`src/common/uafmp_pkg.sv`:
```
// Constants and register map for the autoflow and modem pin block
`default_nettype none
package uafmp_pkg;
    localparam logic [3:0] ADDR_MODEM_CTRL   = 4'h0;
    localparam logic [3:0] ADDR_MODEM_STAT   = 4'h1;
    localparam logic [3:0] ADDR_FEATURE      = 4'h2;
    localparam logic [3:0] ADDR_FIFO_CFG     = 4'h3;
    localparam logic [3:0] ADDR_FIFO_STAT    = 4'h4;
    localparam int         MCR_RTS_BIT       = 1;
    localparam int         MCR_LOOP_BIT      = 4;
    localparam int         MCR_AFE_BIT       = 5;
    localparam int         EFR_AUTO_RTS_BIT  = 6;
    localparam int         EFR_AUTO_CTS_BIT  = 7;
    localparam int         MSR_DCTS_BIT      = 0;
    localparam int         MSR_TERI_BIT      = 2;
    localparam int         MSR_CTS_BIT       = 4;
    localparam int         MSR_RI_BIT        = 6;
    localparam logic [7:0] MCR_RESET         = 8'h00;
    localparam logic [7:0] EFR_RESET         = 8'h00;
    localparam logic [7:0] FCFG_RESET        = 8'h00;
    localparam logic [4:0] FIFO_DEPTH        = 5'h10;
    localparam logic [4:0] TRIG_LVL_1        = 5'h01;
    localparam logic [4:0] TRIG_LVL_4        = 5'h04;
    localparam logic [4:0] TRIG_LVL_8        = 5'h08;
    localparam logic [4:0] TRIG_LVL_14       = 5'h0e;
    localparam int         SYNC_STAGES       = 3;
endpackage
`default_nettype wire

```
`src/rtl/uafmp_top.sv`:
```
// Autoflow control, modem pins and loopback routing for one serial channel
// Operation
// - Rising ring indicate raises modem status interrupt when enabled. Code raises it when RING_INDICATE_N rises, i.e. when ring indicate ends.
// - Ring indicate level readable in modem status register.
// - Modem control bit 1 set drives RTS pin low.
// - RTS pin high after reset.
// - RTS affects flow only with auto-RTS feature bit 6 set.
// - Loopback ignores RX pin and routes TX to receiver.
// - Receive ready goes low at trigger level or timeout.
// - Receive ready goes high when FIFO empty or holds error.
// - Transmit ready low with trigger spaces free, high when full.
// - Auto-CTS samples CTS before each byte, starts only when active.
// - CTS changes raise no interrupt while flow control enabled.
// - Without auto-CTS transmitter sends regardless of CTS.
// - Auto-RTS drops RTS when fill reaches trigger 1, 4 or 8.
// - Trigger 1, 4, 8: RTS reasserted once FIFO emptied.
// - Trigger 14: RTS drops at first data bit of 16th char.
// - Trigger 14: RTS reasserted when one byte space free.
// - Autoflow when modem control bits 5 and 1 both set; here auto-CTS needs bit 5 or feature bit 7, auto-RTS also feature bit 6.
// - One extra byte after RTS drop is no violation.
// - Reset clears registers and outputs, disables TX and RX.
//
// Added by the designer: the register addresses and register access over Avalon-MM.
`default_nettype none
module uafmp_top #(
    parameter int FIFO_CNT_W = 5
) (
    input  wire logic                  CLK_SYS,
    input  wire logic                  RST,
    input  wire logic [3:0]            AVS_ADDRESS,
    input  wire logic                  AVS_READ,
    input  wire logic                  AVS_WRITE,
    input  wire logic [31:0]           AVS_WRITEDATA,
    output logic      [31:0]           AVS_READDATA,
    output logic                       AVS_WAITREQUEST,
    input  wire logic                  RING_INDICATE_N,
    input  wire logic                  CTS_N,
    input  wire logic                  RX_PIN,
    output logic                       RTS_N,
    output logic                       TX_PIN,
    input  wire logic                  CORE_TX_DATA,
    output logic                       CORE_RX_DATA,
    input  wire logic                  TX_BYTE_REQ,
    output logic                       TX_BYTE_GO,
    input  wire logic [FIFO_CNT_W-1:0] RX_FIFO_COUNT,
    input  wire logic [FIFO_CNT_W-1:0] TX_FIFO_COUNT,
    input  wire logic                  RX_TIMEOUT,
    input  wire logic                  RX_FIFO_ERROR,
    input  wire logic                  RX_FIRST_DATA_BIT,
    input  wire logic                  MSI_ENABLE,
    output logic                       RECEIVE_READY_OUT_N,
    output logic                       TRANSMIT_READY_OUT_N,
    output logic                       MODEM_IRQ
);

    // ------------------------------------------------------------
    // Pin synchronisers
    // ------------------------------------------------------------
    logic [2:0] ri_sync_reg;
    logic [2:0] cts_sync_reg;
    logic [2:0] rx_sync_reg;
    logic       ri_level_reg;
    logic       cts_level_reg;
    logic       rx_level_reg;

    always_ff @(posedge CLK_SYS or posedge RST) begin
        if (RST) begin
            ri_sync_reg  <= 3'h7;
            cts_sync_reg <= 3'h7;
            rx_sync_reg  <= 3'h7;
        end else begin
            ri_sync_reg  <= {ri_sync_reg[1:0], RING_INDICATE_N};
            cts_sync_reg <= {cts_sync_reg[1:0], CTS_N};
            rx_sync_reg  <= {rx_sync_reg[1:0], RX_PIN};
        end
    end

    always_ff @(posedge CLK_SYS or posedge RST) begin
        if (RST) begin
            ri_level_reg  <= 1'b1;
            cts_level_reg <= 1'b1;
            rx_level_reg  <= 1'b1;
        end else begin
            if (ri_sync_reg[1] == ri_sync_reg[2]) begin
                ri_level_reg <= ri_sync_reg[2];
            end
            if (cts_sync_reg[1] == cts_sync_reg[2]) begin
                cts_level_reg <= cts_sync_reg[2];
            end
            if (rx_sync_reg[1] == rx_sync_reg[2]) begin
                rx_level_reg <= rx_sync_reg[2];
            end
        end
    end

    // ------------------------------------------------------------
    // Registers
    // ------------------------------------------------------------
    logic [7:0] mcr_reg;
    logic [7:0] efr_reg;
    logic [7:0] fcfg_reg;
    logic       ri_prev_reg;
    logic       cts_prev_reg;
    logic       teri_reg;
    logic       dcts_reg;
    logic       wait_reg;
    logic       msr_read;
    logic       rise_ri;
    logic       cts_chg;
    logic       auto_rts;
    logic       auto_cts;
    logic       flow_on;
    logic [4:0] trig_lvl;
    logic [4:0] tx_trig;

    assign msr_read = AVS_READ && !wait_reg && AVS_ADDRESS == uafmp_pkg::ADDR_MODEM_STAT;
    assign rise_ri  = !ri_prev_reg && ri_level_reg;
    assign cts_chg  = cts_prev_reg != cts_level_reg;
    assign flow_on  = mcr_reg[uafmp_pkg::MCR_AFE_BIT];
    assign auto_rts = flow_on && mcr_reg[uafmp_pkg::MCR_RTS_BIT]
                      && efr_reg[uafmp_pkg::EFR_AUTO_RTS_BIT];
    assign auto_cts = flow_on || efr_reg[uafmp_pkg::EFR_AUTO_CTS_BIT];

    always_comb begin
        unique case (fcfg_reg[1:0])
            2'h0: trig_lvl = uafmp_pkg::TRIG_LVL_1;
            2'h1: trig_lvl = uafmp_pkg::TRIG_LVL_4;
            2'h2: trig_lvl = uafmp_pkg::TRIG_LVL_8;
            2'h3: trig_lvl = uafmp_pkg::TRIG_LVL_14;
        endcase
        unique case (fcfg_reg[5:4])
            2'h0: tx_trig = uafmp_pkg::TRIG_LVL_1;
            2'h1: tx_trig = uafmp_pkg::TRIG_LVL_4;
            2'h2: tx_trig = uafmp_pkg::TRIG_LVL_8;
            2'h3: tx_trig = uafmp_pkg::TRIG_LVL_14;
        endcase
    end

    // Bus slave: one wait cycle per access
    always_ff @(posedge CLK_SYS or posedge RST) begin
        if (RST) begin
            wait_reg <= 1'b1;
        end else if ((AVS_READ || AVS_WRITE) && wait_reg) begin
            wait_reg <= 1'b0;
        end else begin
            wait_reg <= 1'b1;
        end
    end

    always_ff @(posedge CLK_SYS or posedge RST) begin
        if (RST) begin
            mcr_reg  <= uafmp_pkg::MCR_RESET;
            efr_reg  <= uafmp_pkg::EFR_RESET;
            fcfg_reg <= uafmp_pkg::FCFG_RESET;
        end else if (AVS_WRITE && !wait_reg) begin
            unique case (AVS_ADDRESS)
                uafmp_pkg::ADDR_MODEM_CTRL: mcr_reg  <= AVS_WRITEDATA[7:0];
                uafmp_pkg::ADDR_FEATURE:    efr_reg  <= AVS_WRITEDATA[7:0];
                uafmp_pkg::ADDR_FIFO_CFG:   fcfg_reg <= AVS_WRITEDATA[7:0];
                default: ;
            endcase
        end
    end

    // Delta flags: set wins over clear on read
    always_ff @(posedge CLK_SYS or posedge RST) begin
        if (RST) begin
            ri_prev_reg  <= 1'b1;
            cts_prev_reg <= 1'b1;
            teri_reg     <= 1'b0;
            dcts_reg     <= 1'b0;
        end else begin
            ri_prev_reg  <= ri_level_reg;
            cts_prev_reg <= cts_level_reg;
            if (rise_ri) begin
                teri_reg <= 1'b1;
            end else if (msr_read) begin
                teri_reg <= 1'b0;
            end
            if (cts_chg && !auto_cts) begin
                dcts_reg <= 1'b1;
            end else if (msr_read) begin
                dcts_reg <= 1'b0;
            end
        end
    end

    always_ff @(posedge CLK_SYS or posedge RST) begin
        if (RST) begin
            MODEM_IRQ <= 1'b0;
        end else begin
            MODEM_IRQ <= MSI_ENABLE && (teri_reg || dcts_reg);
        end
    end

    always_ff @(posedge CLK_SYS or posedge RST) begin
        if (RST) begin
            AVS_READDATA    <= 32'h0000_0000;
            AVS_WAITREQUEST <= 1'b1;
        end else begin
            AVS_WAITREQUEST <= !((AVS_READ || AVS_WRITE) && wait_reg);
            AVS_READDATA    <= 32'h0000_0000;
            if (AVS_READ && wait_reg) begin
                unique case (AVS_ADDRESS)
                    uafmp_pkg::ADDR_MODEM_CTRL: AVS_READDATA <= {24'h00_0000, mcr_reg};
                    uafmp_pkg::ADDR_MODEM_STAT: AVS_READDATA <= {24'h00_0000, 1'b0, !ri_level_reg,
                                                1'b0, !cts_level_reg, 1'b0, teri_reg, 1'b0,
                                                dcts_reg};
                    uafmp_pkg::ADDR_FEATURE:    AVS_READDATA <= {24'h00_0000, efr_reg};
                    uafmp_pkg::ADDR_FIFO_CFG:   AVS_READDATA <= {24'h00_0000, fcfg_reg};
                    uafmp_pkg::ADDR_FIFO_STAT:  AVS_READDATA <= {30'h0000_0000, TRANSMIT_READY_OUT_N,
                                                RECEIVE_READY_OUT_N};
                    default:                    AVS_READDATA <= 32'h0000_0000;
                endcase
            end
        end
    end

    // ------------------------------------------------------------
    // Auto-RTS
    // ------------------------------------------------------------
    logic       rts_hold_reg;
    logic [4:0] rx_cnt;

    assign rx_cnt = 5'(RX_FIFO_COUNT);

    always_ff @(posedge CLK_SYS or posedge RST) begin
        if (RST) begin
            rts_hold_reg <= 1'b0;
        end else if (!auto_rts) begin
            rts_hold_reg <= 1'b0;
        end else if (trig_lvl == uafmp_pkg::TRIG_LVL_14) begin
            if (rx_cnt < uafmp_pkg::FIFO_DEPTH) begin
                rts_hold_reg <= 1'b0;
            end
            if (RX_FIRST_DATA_BIT && rx_cnt == uafmp_pkg::FIFO_DEPTH - 5'h01) begin
                rts_hold_reg <= 1'b1;
            end
        end else begin
            if (rx_cnt >= trig_lvl) begin
                rts_hold_reg <= 1'b1;
            end else if (rx_cnt == 5'h00) begin
                rts_hold_reg <= 1'b0;
            end
        end
    end

    always_ff @(posedge CLK_SYS or posedge RST) begin
        if (RST) begin
            RTS_N <= 1'b1;
        end else begin
            RTS_N <= !(mcr_reg[uafmp_pkg::MCR_RTS_BIT] && !(auto_rts && rts_hold_reg));
        end
    end

    // ------------------------------------------------------------
    // Auto-CTS transmit gate and loopback
    // ------------------------------------------------------------
    always_ff @(posedge CLK_SYS or posedge RST) begin
        if (RST) begin
            TX_BYTE_GO <= 1'b0;
        end else begin
            TX_BYTE_GO <= TX_BYTE_REQ && (!auto_cts || !cts_level_reg);
        end
    end

    always_ff @(posedge CLK_SYS or posedge RST) begin
        if (RST) begin
            TX_PIN       <= 1'b1;
            CORE_RX_DATA <= 1'b1;
        end else if (mcr_reg[uafmp_pkg::MCR_LOOP_BIT]) begin
            TX_PIN       <= 1'b1;
            CORE_RX_DATA <= CORE_TX_DATA;
        end else begin
            TX_PIN       <= CORE_TX_DATA;
            CORE_RX_DATA <= rx_level_reg;
        end
    end

    // ------------------------------------------------------------
    // Ready outputs
    // ------------------------------------------------------------
    logic [4:0] tx_free;
    assign tx_free = uafmp_pkg::FIFO_DEPTH - 5'(TX_FIFO_COUNT);

    always_ff @(posedge CLK_SYS or posedge RST) begin
        if (RST) begin
            RECEIVE_READY_OUT_N  <= 1'b1;
            TRANSMIT_READY_OUT_N <= 1'b1;
        end else begin
            if (rx_cnt == 5'h00 || RX_FIFO_ERROR) begin
                RECEIVE_READY_OUT_N <= 1'b1;
            end else if (rx_cnt >= trig_lvl || RX_TIMEOUT) begin
                RECEIVE_READY_OUT_N <= 1'b0;
            end
            if (tx_free == 5'h00) begin
                TRANSMIT_READY_OUT_N <= 1'b1;
            end else if (tx_free >= tx_trig) begin
                TRANSMIT_READY_OUT_N <= 1'b0;
            end
        end
    end

    // ------------------------------------------------------------
    // Assertions
    // ------------------------------------------------------------
    a_rts_manual: assert property (@(posedge CLK_SYS) disable iff (RST)
        (!auto_rts && mcr_reg[uafmp_pkg::MCR_RTS_BIT]) |=> !RTS_N)
        else $error("RTS not low with bit set");
    a_rts_clear: assert property (@(posedge CLK_SYS) disable iff (RST)
        !mcr_reg[uafmp_pkg::MCR_RTS_BIT] |=> RTS_N)
        else $error("RTS low with bit clear");
    a_rts_trig: assert property (@(posedge CLK_SYS) disable iff (RST)
        (auto_rts && trig_lvl != uafmp_pkg::TRIG_LVL_14 && rx_cnt >= trig_lvl) |=> ##1 RTS_N)
        else $error("RTS not dropped at trigger");
    a_cts_gate: assert property (@(posedge CLK_SYS) disable iff (RST)
        (auto_cts && cts_level_reg) |=> !TX_BYTE_GO)
        else $error("Byte started with CTS inactive");
    a_cts_free: assert property (@(posedge CLK_SYS) disable iff (RST)
        (!auto_cts && TX_BYTE_REQ) |=> TX_BYTE_GO)
        else $error("Byte held without auto-CTS");
    a_no_dcts: assert property (@(posedge CLK_SYS) disable iff (RST)
        (auto_cts && !dcts_reg) |=> !dcts_reg)
        else $error("CTS delta set under flow control");
    a_ri_irq: assert property (@(posedge CLK_SYS) disable iff (RST)
        (rise_ri && MSI_ENABLE) |=> ##1 (MODEM_IRQ || !MSI_ENABLE))
        else $error("Ring rise gave no interrupt");
    a_loop_route: assert property (@(posedge CLK_SYS) disable iff (RST)
        mcr_reg[uafmp_pkg::MCR_LOOP_BIT] |=> (CORE_RX_DATA == $past(CORE_TX_DATA) && TX_PIN))
        else $error("Loopback routing wrong");
    a_receive_ready_out_n_empty: assert property (@(posedge CLK_SYS) disable iff (RST)
        (rx_cnt == 5'h00) |=> RECEIVE_READY_OUT_N)
        else $error("Receive ready low when empty");
    a_transmit_ready_out_n_full: assert property (@(posedge CLK_SYS) disable iff (RST)
        (tx_free == 5'h00) |=> TRANSMIT_READY_OUT_N)
        else $error("Transmit ready low when full");
    a_ri_flag: assert property (@(posedge CLK_SYS) disable iff (RST)
        rise_ri |=> teri_reg)
        else $error("Ring flag not set");
    a_irq_follow: assert property (@(posedge CLK_SYS) disable iff (RST)
        (MSI_ENABLE && (teri_reg || dcts_reg)) |=> MODEM_IRQ)
        else $error("Modem interrupt missing");
    a_msr_ring: assert property (@(posedge CLK_SYS) disable iff (RST)
        msr_read |-> (AVS_READDATA[uafmp_pkg::MSR_RI_BIT] != $past(ri_level_reg)))
        else $error("Ring level not in status");
    a_msr_cts: assert property (@(posedge CLK_SYS) disable iff (RST)
        msr_read |-> (AVS_READDATA[uafmp_pkg::MSR_CTS_BIT] != $past(cts_level_reg)))
        else $error("CTS level not in status");
    a_dcts_set: assert property (@(posedge CLK_SYS) disable iff (RST)
        (cts_chg && !auto_cts) |=> dcts_reg)
        else $error("CTS delta not set");
    a_rts_empty: assert property (@(posedge CLK_SYS) disable iff (RST)
        (auto_rts && trig_lvl != uafmp_pkg::TRIG_LVL_14 && rx_cnt == 5'h00)
        |=> ##1 (!RTS_N || !mcr_reg[uafmp_pkg::MCR_RTS_BIT]))
        else $error("RTS not back when empty");
    a_rts_first: assert property (@(posedge CLK_SYS) disable iff (RST)
        (auto_rts && trig_lvl == uafmp_pkg::TRIG_LVL_14 && RX_FIRST_DATA_BIT
        && rx_cnt == uafmp_pkg::FIFO_DEPTH - 5'h01) |=> rts_hold_reg)
        else $error("RTS not held at last char");
    a_rts_space: assert property (@(posedge CLK_SYS) disable iff (RST)
        (auto_rts && trig_lvl == uafmp_pkg::TRIG_LVL_14 && !RX_FIRST_DATA_BIT
        && rx_cnt < uafmp_pkg::FIFO_DEPTH) |=> !rts_hold_reg)
        else $error("RTS held with space free");
    a_receive_ready_out_n_trig: assert property (@(posedge CLK_SYS) disable iff (RST)
        (rx_cnt != 5'h00 && !RX_FIFO_ERROR && (rx_cnt >= trig_lvl || RX_TIMEOUT))
        |=> !RECEIVE_READY_OUT_N)
        else $error("Receive ready not low");
    a_receive_ready_out_n_err: assert property (@(posedge CLK_SYS) disable iff (RST)
        RX_FIFO_ERROR |=> RECEIVE_READY_OUT_N)
        else $error("Receive ready low on error");
    a_transmit_ready_out_n_space: assert property (@(posedge CLK_SYS) disable iff (RST)
        (tx_free != 5'h00 && tx_free >= tx_trig) |=> !TRANSMIT_READY_OUT_N)
        else $error("Transmit ready not low");
    a_tx_direct: assert property (@(posedge CLK_SYS) disable iff (RST)
        !mcr_reg[uafmp_pkg::MCR_LOOP_BIT] |=> (TX_PIN == $past(CORE_TX_DATA)))
        else $error("Transmit pin not following core");
    a_rx_direct: assert property (@(posedge CLK_SYS) disable iff (RST)
        !mcr_reg[uafmp_pkg::MCR_LOOP_BIT] |=> (CORE_RX_DATA == $past(rx_level_reg)))
        else $error("Receive data not from pin");

endmodule
`default_nettype wire

```
`config.mk`:
```
export PLATFORM = sky130hd
export DESIGN_NAME = uafmp_top
export DESIGN_NICKNAME = d
export VERILOG_FILES = /design/src/common/uafmp_pkg.sv /design/src/rtl/uafmp_top.sv
export SDC_FILE = /design/constraint.sdc
export NUM_CORES = 1
export LEC_CHECK = 0
export BUFFER_PORTS_ARGS = -buffer_cell sky130_fd_sc_hd__buf_2
export CAP_MARGIN = 30
export CORE_MARGIN = 1.5
export CORE_UTILIZATION = 49
export CTS_CLUSTER_DIAMETER = 30
export CTS_CLUSTER_SIZE = 28
export DETAILED_ROUTE_END_ITERATION = 12
export MAX_ROUTING_LAYER = met4
export PLACE_DENSITY = 0.87
export SLEW_MARGIN = 20
export SYNTH_ARGS = -nofsm -noshare
export SYNTH_HDL_FRONTEND = slang
export SYNTH_SLANG_ARGS = --single-unit
```
`constraint.sdc`:
```
create_clock -name CLK_SYS -period 2.2 [get_ports CLK_SYS]
set_input_delay 0.55 -clock CLK_SYS [delete_from_list [all_inputs] [get_ports CLK_SYS]]
set_output_delay 0.55 -clock CLK_SYS [all_outputs]
set_load 0.1 [all_outputs]
```
==> results.sh <==
export IMPL_outcome="finished clean"
export IMPL_num_vias=1811
export IMPL_overflow=0
export IMPL_synth_ff_type="dfrtp_1"
export IMPL_clockBufferDepth=2
export IMPL_avgSynthCellArea_um2=12.1
export IMPL_clock_sinks=57
export IMPL_synth_distinct_cells=49
export IMPL_grt_start_max_net_pins=58
export IMPL_m1WireLength_um=2150
export IMPL_ir_worst_vdd_v=0.000535
export IMPL_drc=0
export IMPL_rr_endpoint="TRANSMIT_READY_OUT_N"
export IMPL_p_sw_share_pct=33.7
export IMPL_drt_iter0_markers=51
export IMPL_gp_congestion=0.858
export IMPL_seq_power_share_pct=42.8
export IMPL_grt_first_pass_wirelength_um=8360
export IMPL_wl_met3_um=255
export IMPL_nets=352
export IMPL_clk_pin_slew_ps=70
export IMPL_setup_ws_ps=280
export IMPL_drt_pass1_iterations=4
export IMPL_power_density_mw_per_mm2=961
export IMPL_post_drt_wl_per_cell_um=14.0
export IMPL_ctsRootBufferMaster="clkbuf_8"
export IMPL_start_kind="input pin"
export IMPL_cts_resized=0
export IMPL_grt_pass1_vias=1807
export IMPL_r2r_start="fcfg_reg[4]"
export IMPL_crit_type="input pin to register"
export IMPL_synth_cells=224
export IMPL_ant_nets=0
export IMPL_leakage_nw=1.56
export IMPL_viasPerCell=5.04
export IMPL_arrival_ps=2170
export IMPL_ys_seq_area_share_pct=53.4
export IMPL_tns_ps=0
export IMPL_timing_final_crit_share_pct=87.3
export IMPL_async_flop_share_pct=100
export IMPL_fmax_mhz=521
export IMPL_h_tree_depth=3
export IMPL_syn_to_final_growth_pct=17.3
export IMPL_synth_edf_count=0
export IMPL_groute_usage_overall_pct=19.3
export IMPL_hold_ws_ps=263
export IMPL_design_core_area_mm2=0.00524
export IMPL_rows=26
export IMPL_drv_cap=0
export IMPL_fin_util_pct=60.8
export IMPL_start_util_pct=51.9
export IMPL_clkLatencyLatePin_ps=330
export IMPL_finClkSkew_ps=7.65
export IMPL_rsz0062_at_grt="no"
export IMPL_io_pins=99
export IMPL_ys_warn_count=0
export IMPL_setup_viol=0
export IMPL_hpwlAfterDp_um=3660
export IMPL_final_layout_size_suffix_gt1_share_pct=42.2
export IMPL_num_antenna_cells=0
export IMPL_place_ws_ps=-99.8
export IMPL_die_area_mm2=0.00600
export IMPL_dieWidth_um=77.5
export IMPL_period_minus_slack_ps=1920
export IMPL_clockPowerShare_pct=32.1
export IMPL_cts_tree="built"
export IMPL_hp_class="input pin to async pin"
export IMPL_reg2reg_depth=6
export IMPL_wl_met2_um=2500
export IMPL_end_kind="register"
export IMPL_p_comb_share_pct=25.0
export IMPL_top_layer="met4"
export IMPL_ff2ff_setup_slack_ps=300
export IMPL_critPathMaxFanout=2
export IMPL_post_cts_buffers=0
export IMPL_routed_wl_um=5030
export IMPL_synth_area_mm2=0.00272
export IMPL_required_ps=2450
export IMPL_power_switching_mw=1.03
export IMPL_antenna_found_initial=0
export IMPL_synth_seq_cells=57
export IMPL_numPortBuffers=50
export IMPL_final_hold_viol_count=0
export IMPL_numCtsBuffers=9
export IMPL_die_h_um=77.5
export IMPL_p_int_mw=2.03
export IMPL_slew_violations=0
export IMPL_holdBufCountCts=0
[stage by stage]
| stage | std cells | total power, mW | area (µm²) |
|---|---|---|---|
| finish | 359 | 3.06 | 3190 |
| global route | 359 | 3.21 | 3190 |
| CTS | 359 | 3.09 | 3190 |
| detailed placement | 343 | 2.09 | 2980 |
| global placement | 343 | 2.05 | 2980 |
| floorplan | 247 | 1.96 | 2800 |
[kinds of logic after synthesis]
logic type / synth area share, %
other: 0.138
muxes: 12.2
adders and majority gates: 5.25
buffers and inverters: 9.25
xor gates and xnor gates: 0.967
AOI/OAI and AO/OA: 8.33
DFF: 53.4
and+or+nand+nor: 10.4
[critical path, cell delays in order]
cell	delay, ps
buf_2	100
nor3_1	220
xnor2_1	120
ha_1	200
nand2b_1	170
a2111oi_1	410
o21bai_1	160
a221oi_2	240
[power by group through the flow]
| stage | Clock [mW] | Sequential, mW | Combinational [mW] |
|---|---|---|---|
| final | 0.984 | 1.31 | 0.767 |
| after global placement | 0 | 1.32 | 0.738 |
| after detailed placement | 0 | 1.33 | 0.766 |
| after CTS | 1.01 | 1.31 | 0.769 |
| after global routing | 1.06 | 1.33 | 0.825 |
| after floorplan | 0 | 1.46 | 0.502 |
[placed cells by master (no fill, tap or decap), types with 2 or more instances in the layout]
cell type  netlist  routed
ha_1             9       9
nor3_1           3       3
inv_1           11      10
nor2b_1          3       3
maj3_1           3       3
a211oi_1         3       3
conb_1           1      24
nand2b_1         3       3
nor2_1          13      13
mux2_2          22      22
nand3_1          3       3
buf_4           24       4
clkbuf_8         0      11
xnor2_1          3       3
buf_2            3      50
dfrtp_1         37      37
mux2i_1          4       4
a31oi_1          2       2
nand2_1         12      12
or2_2            2       2
o21ai_0          8       8
dfstp_2         20      20
a21oi_1          4       4
mux4_2           2       2
and2_1           2       2
a21o_1           2       2
o21a_1           2       2
[metal layers]
layer  GRT usage (%)  vias up
met4            10.7        0
met3            6.59       14
met2            30.1       60
met5               -        -
li1                -      854
met1            21.7      883
[Yosys cell counts, drive strengths merged (2+ instances only)]
library cell   n  area share, %
mux2          22            9.1
buf           29            7.7
nand2b         3           0.69
nand2         12            1.7
nand4b         2           0.87
dfstp         20             19
nor3           4            1.2
inv           11            1.5
nor2          13            1.8
mux2i          4            1.5
a21o           2           0.55
nand3          4           0.92
mux4           2            1.7
a2111oi        2           0.69
a211oi         3           0.83
maj3           3            1.1
ha             9            4.1
nor2b          3           0.69
xnor2          3           0.97
dfrtp         37             34
and2           2           0.46
o21a           2           0.55
a21oi          4           0.74
or2            2           0.46
o21ai          8            1.5
a31oi          2           0.46
[worst max path at each step]
| stage | from | endpoint | slack (ps) | cells after the start |
|---|---|---|---|---|
| 2_1_floorplan | TX_FIFO_COUNT[0] | TRANSMIT_READY_OUT_N | 160 | 8 |
| 3_3_place_gp | TX_FIFO_COUNT[0] | TRANSMIT_READY_OUT_N | -30 | 8 |
| 3_5_place_dp | TX_FIFO_COUNT[0] | TRANSMIT_READY_OUT_N | -100 | 8 |
| 4_1_cts | TX_FIFO_COUNT[0] | TRANSMIT_READY_OUT_N | 260 | 8 |
| 5_1_grt | TX_FIFO_COUNT[0] | TRANSMIT_READY_OUT_N | 40 | 8 |
| 6_report | TX_FIFO_COUNT[0] | TRANSMIT_READY_OUT_N | 280 | 8 |
[layout make-up]
type                       instances  area (µm²)
sequential                        57        1450
clock buffer                      12         155
clock inverter                     4        50.0
tap                               70        87.6
inverter                          11        41.3
fill                             443        2050
multi-input combinational        150        1100
timing repair buffer              55         300
Note: power is estimated with default switching activity, not from simulation.
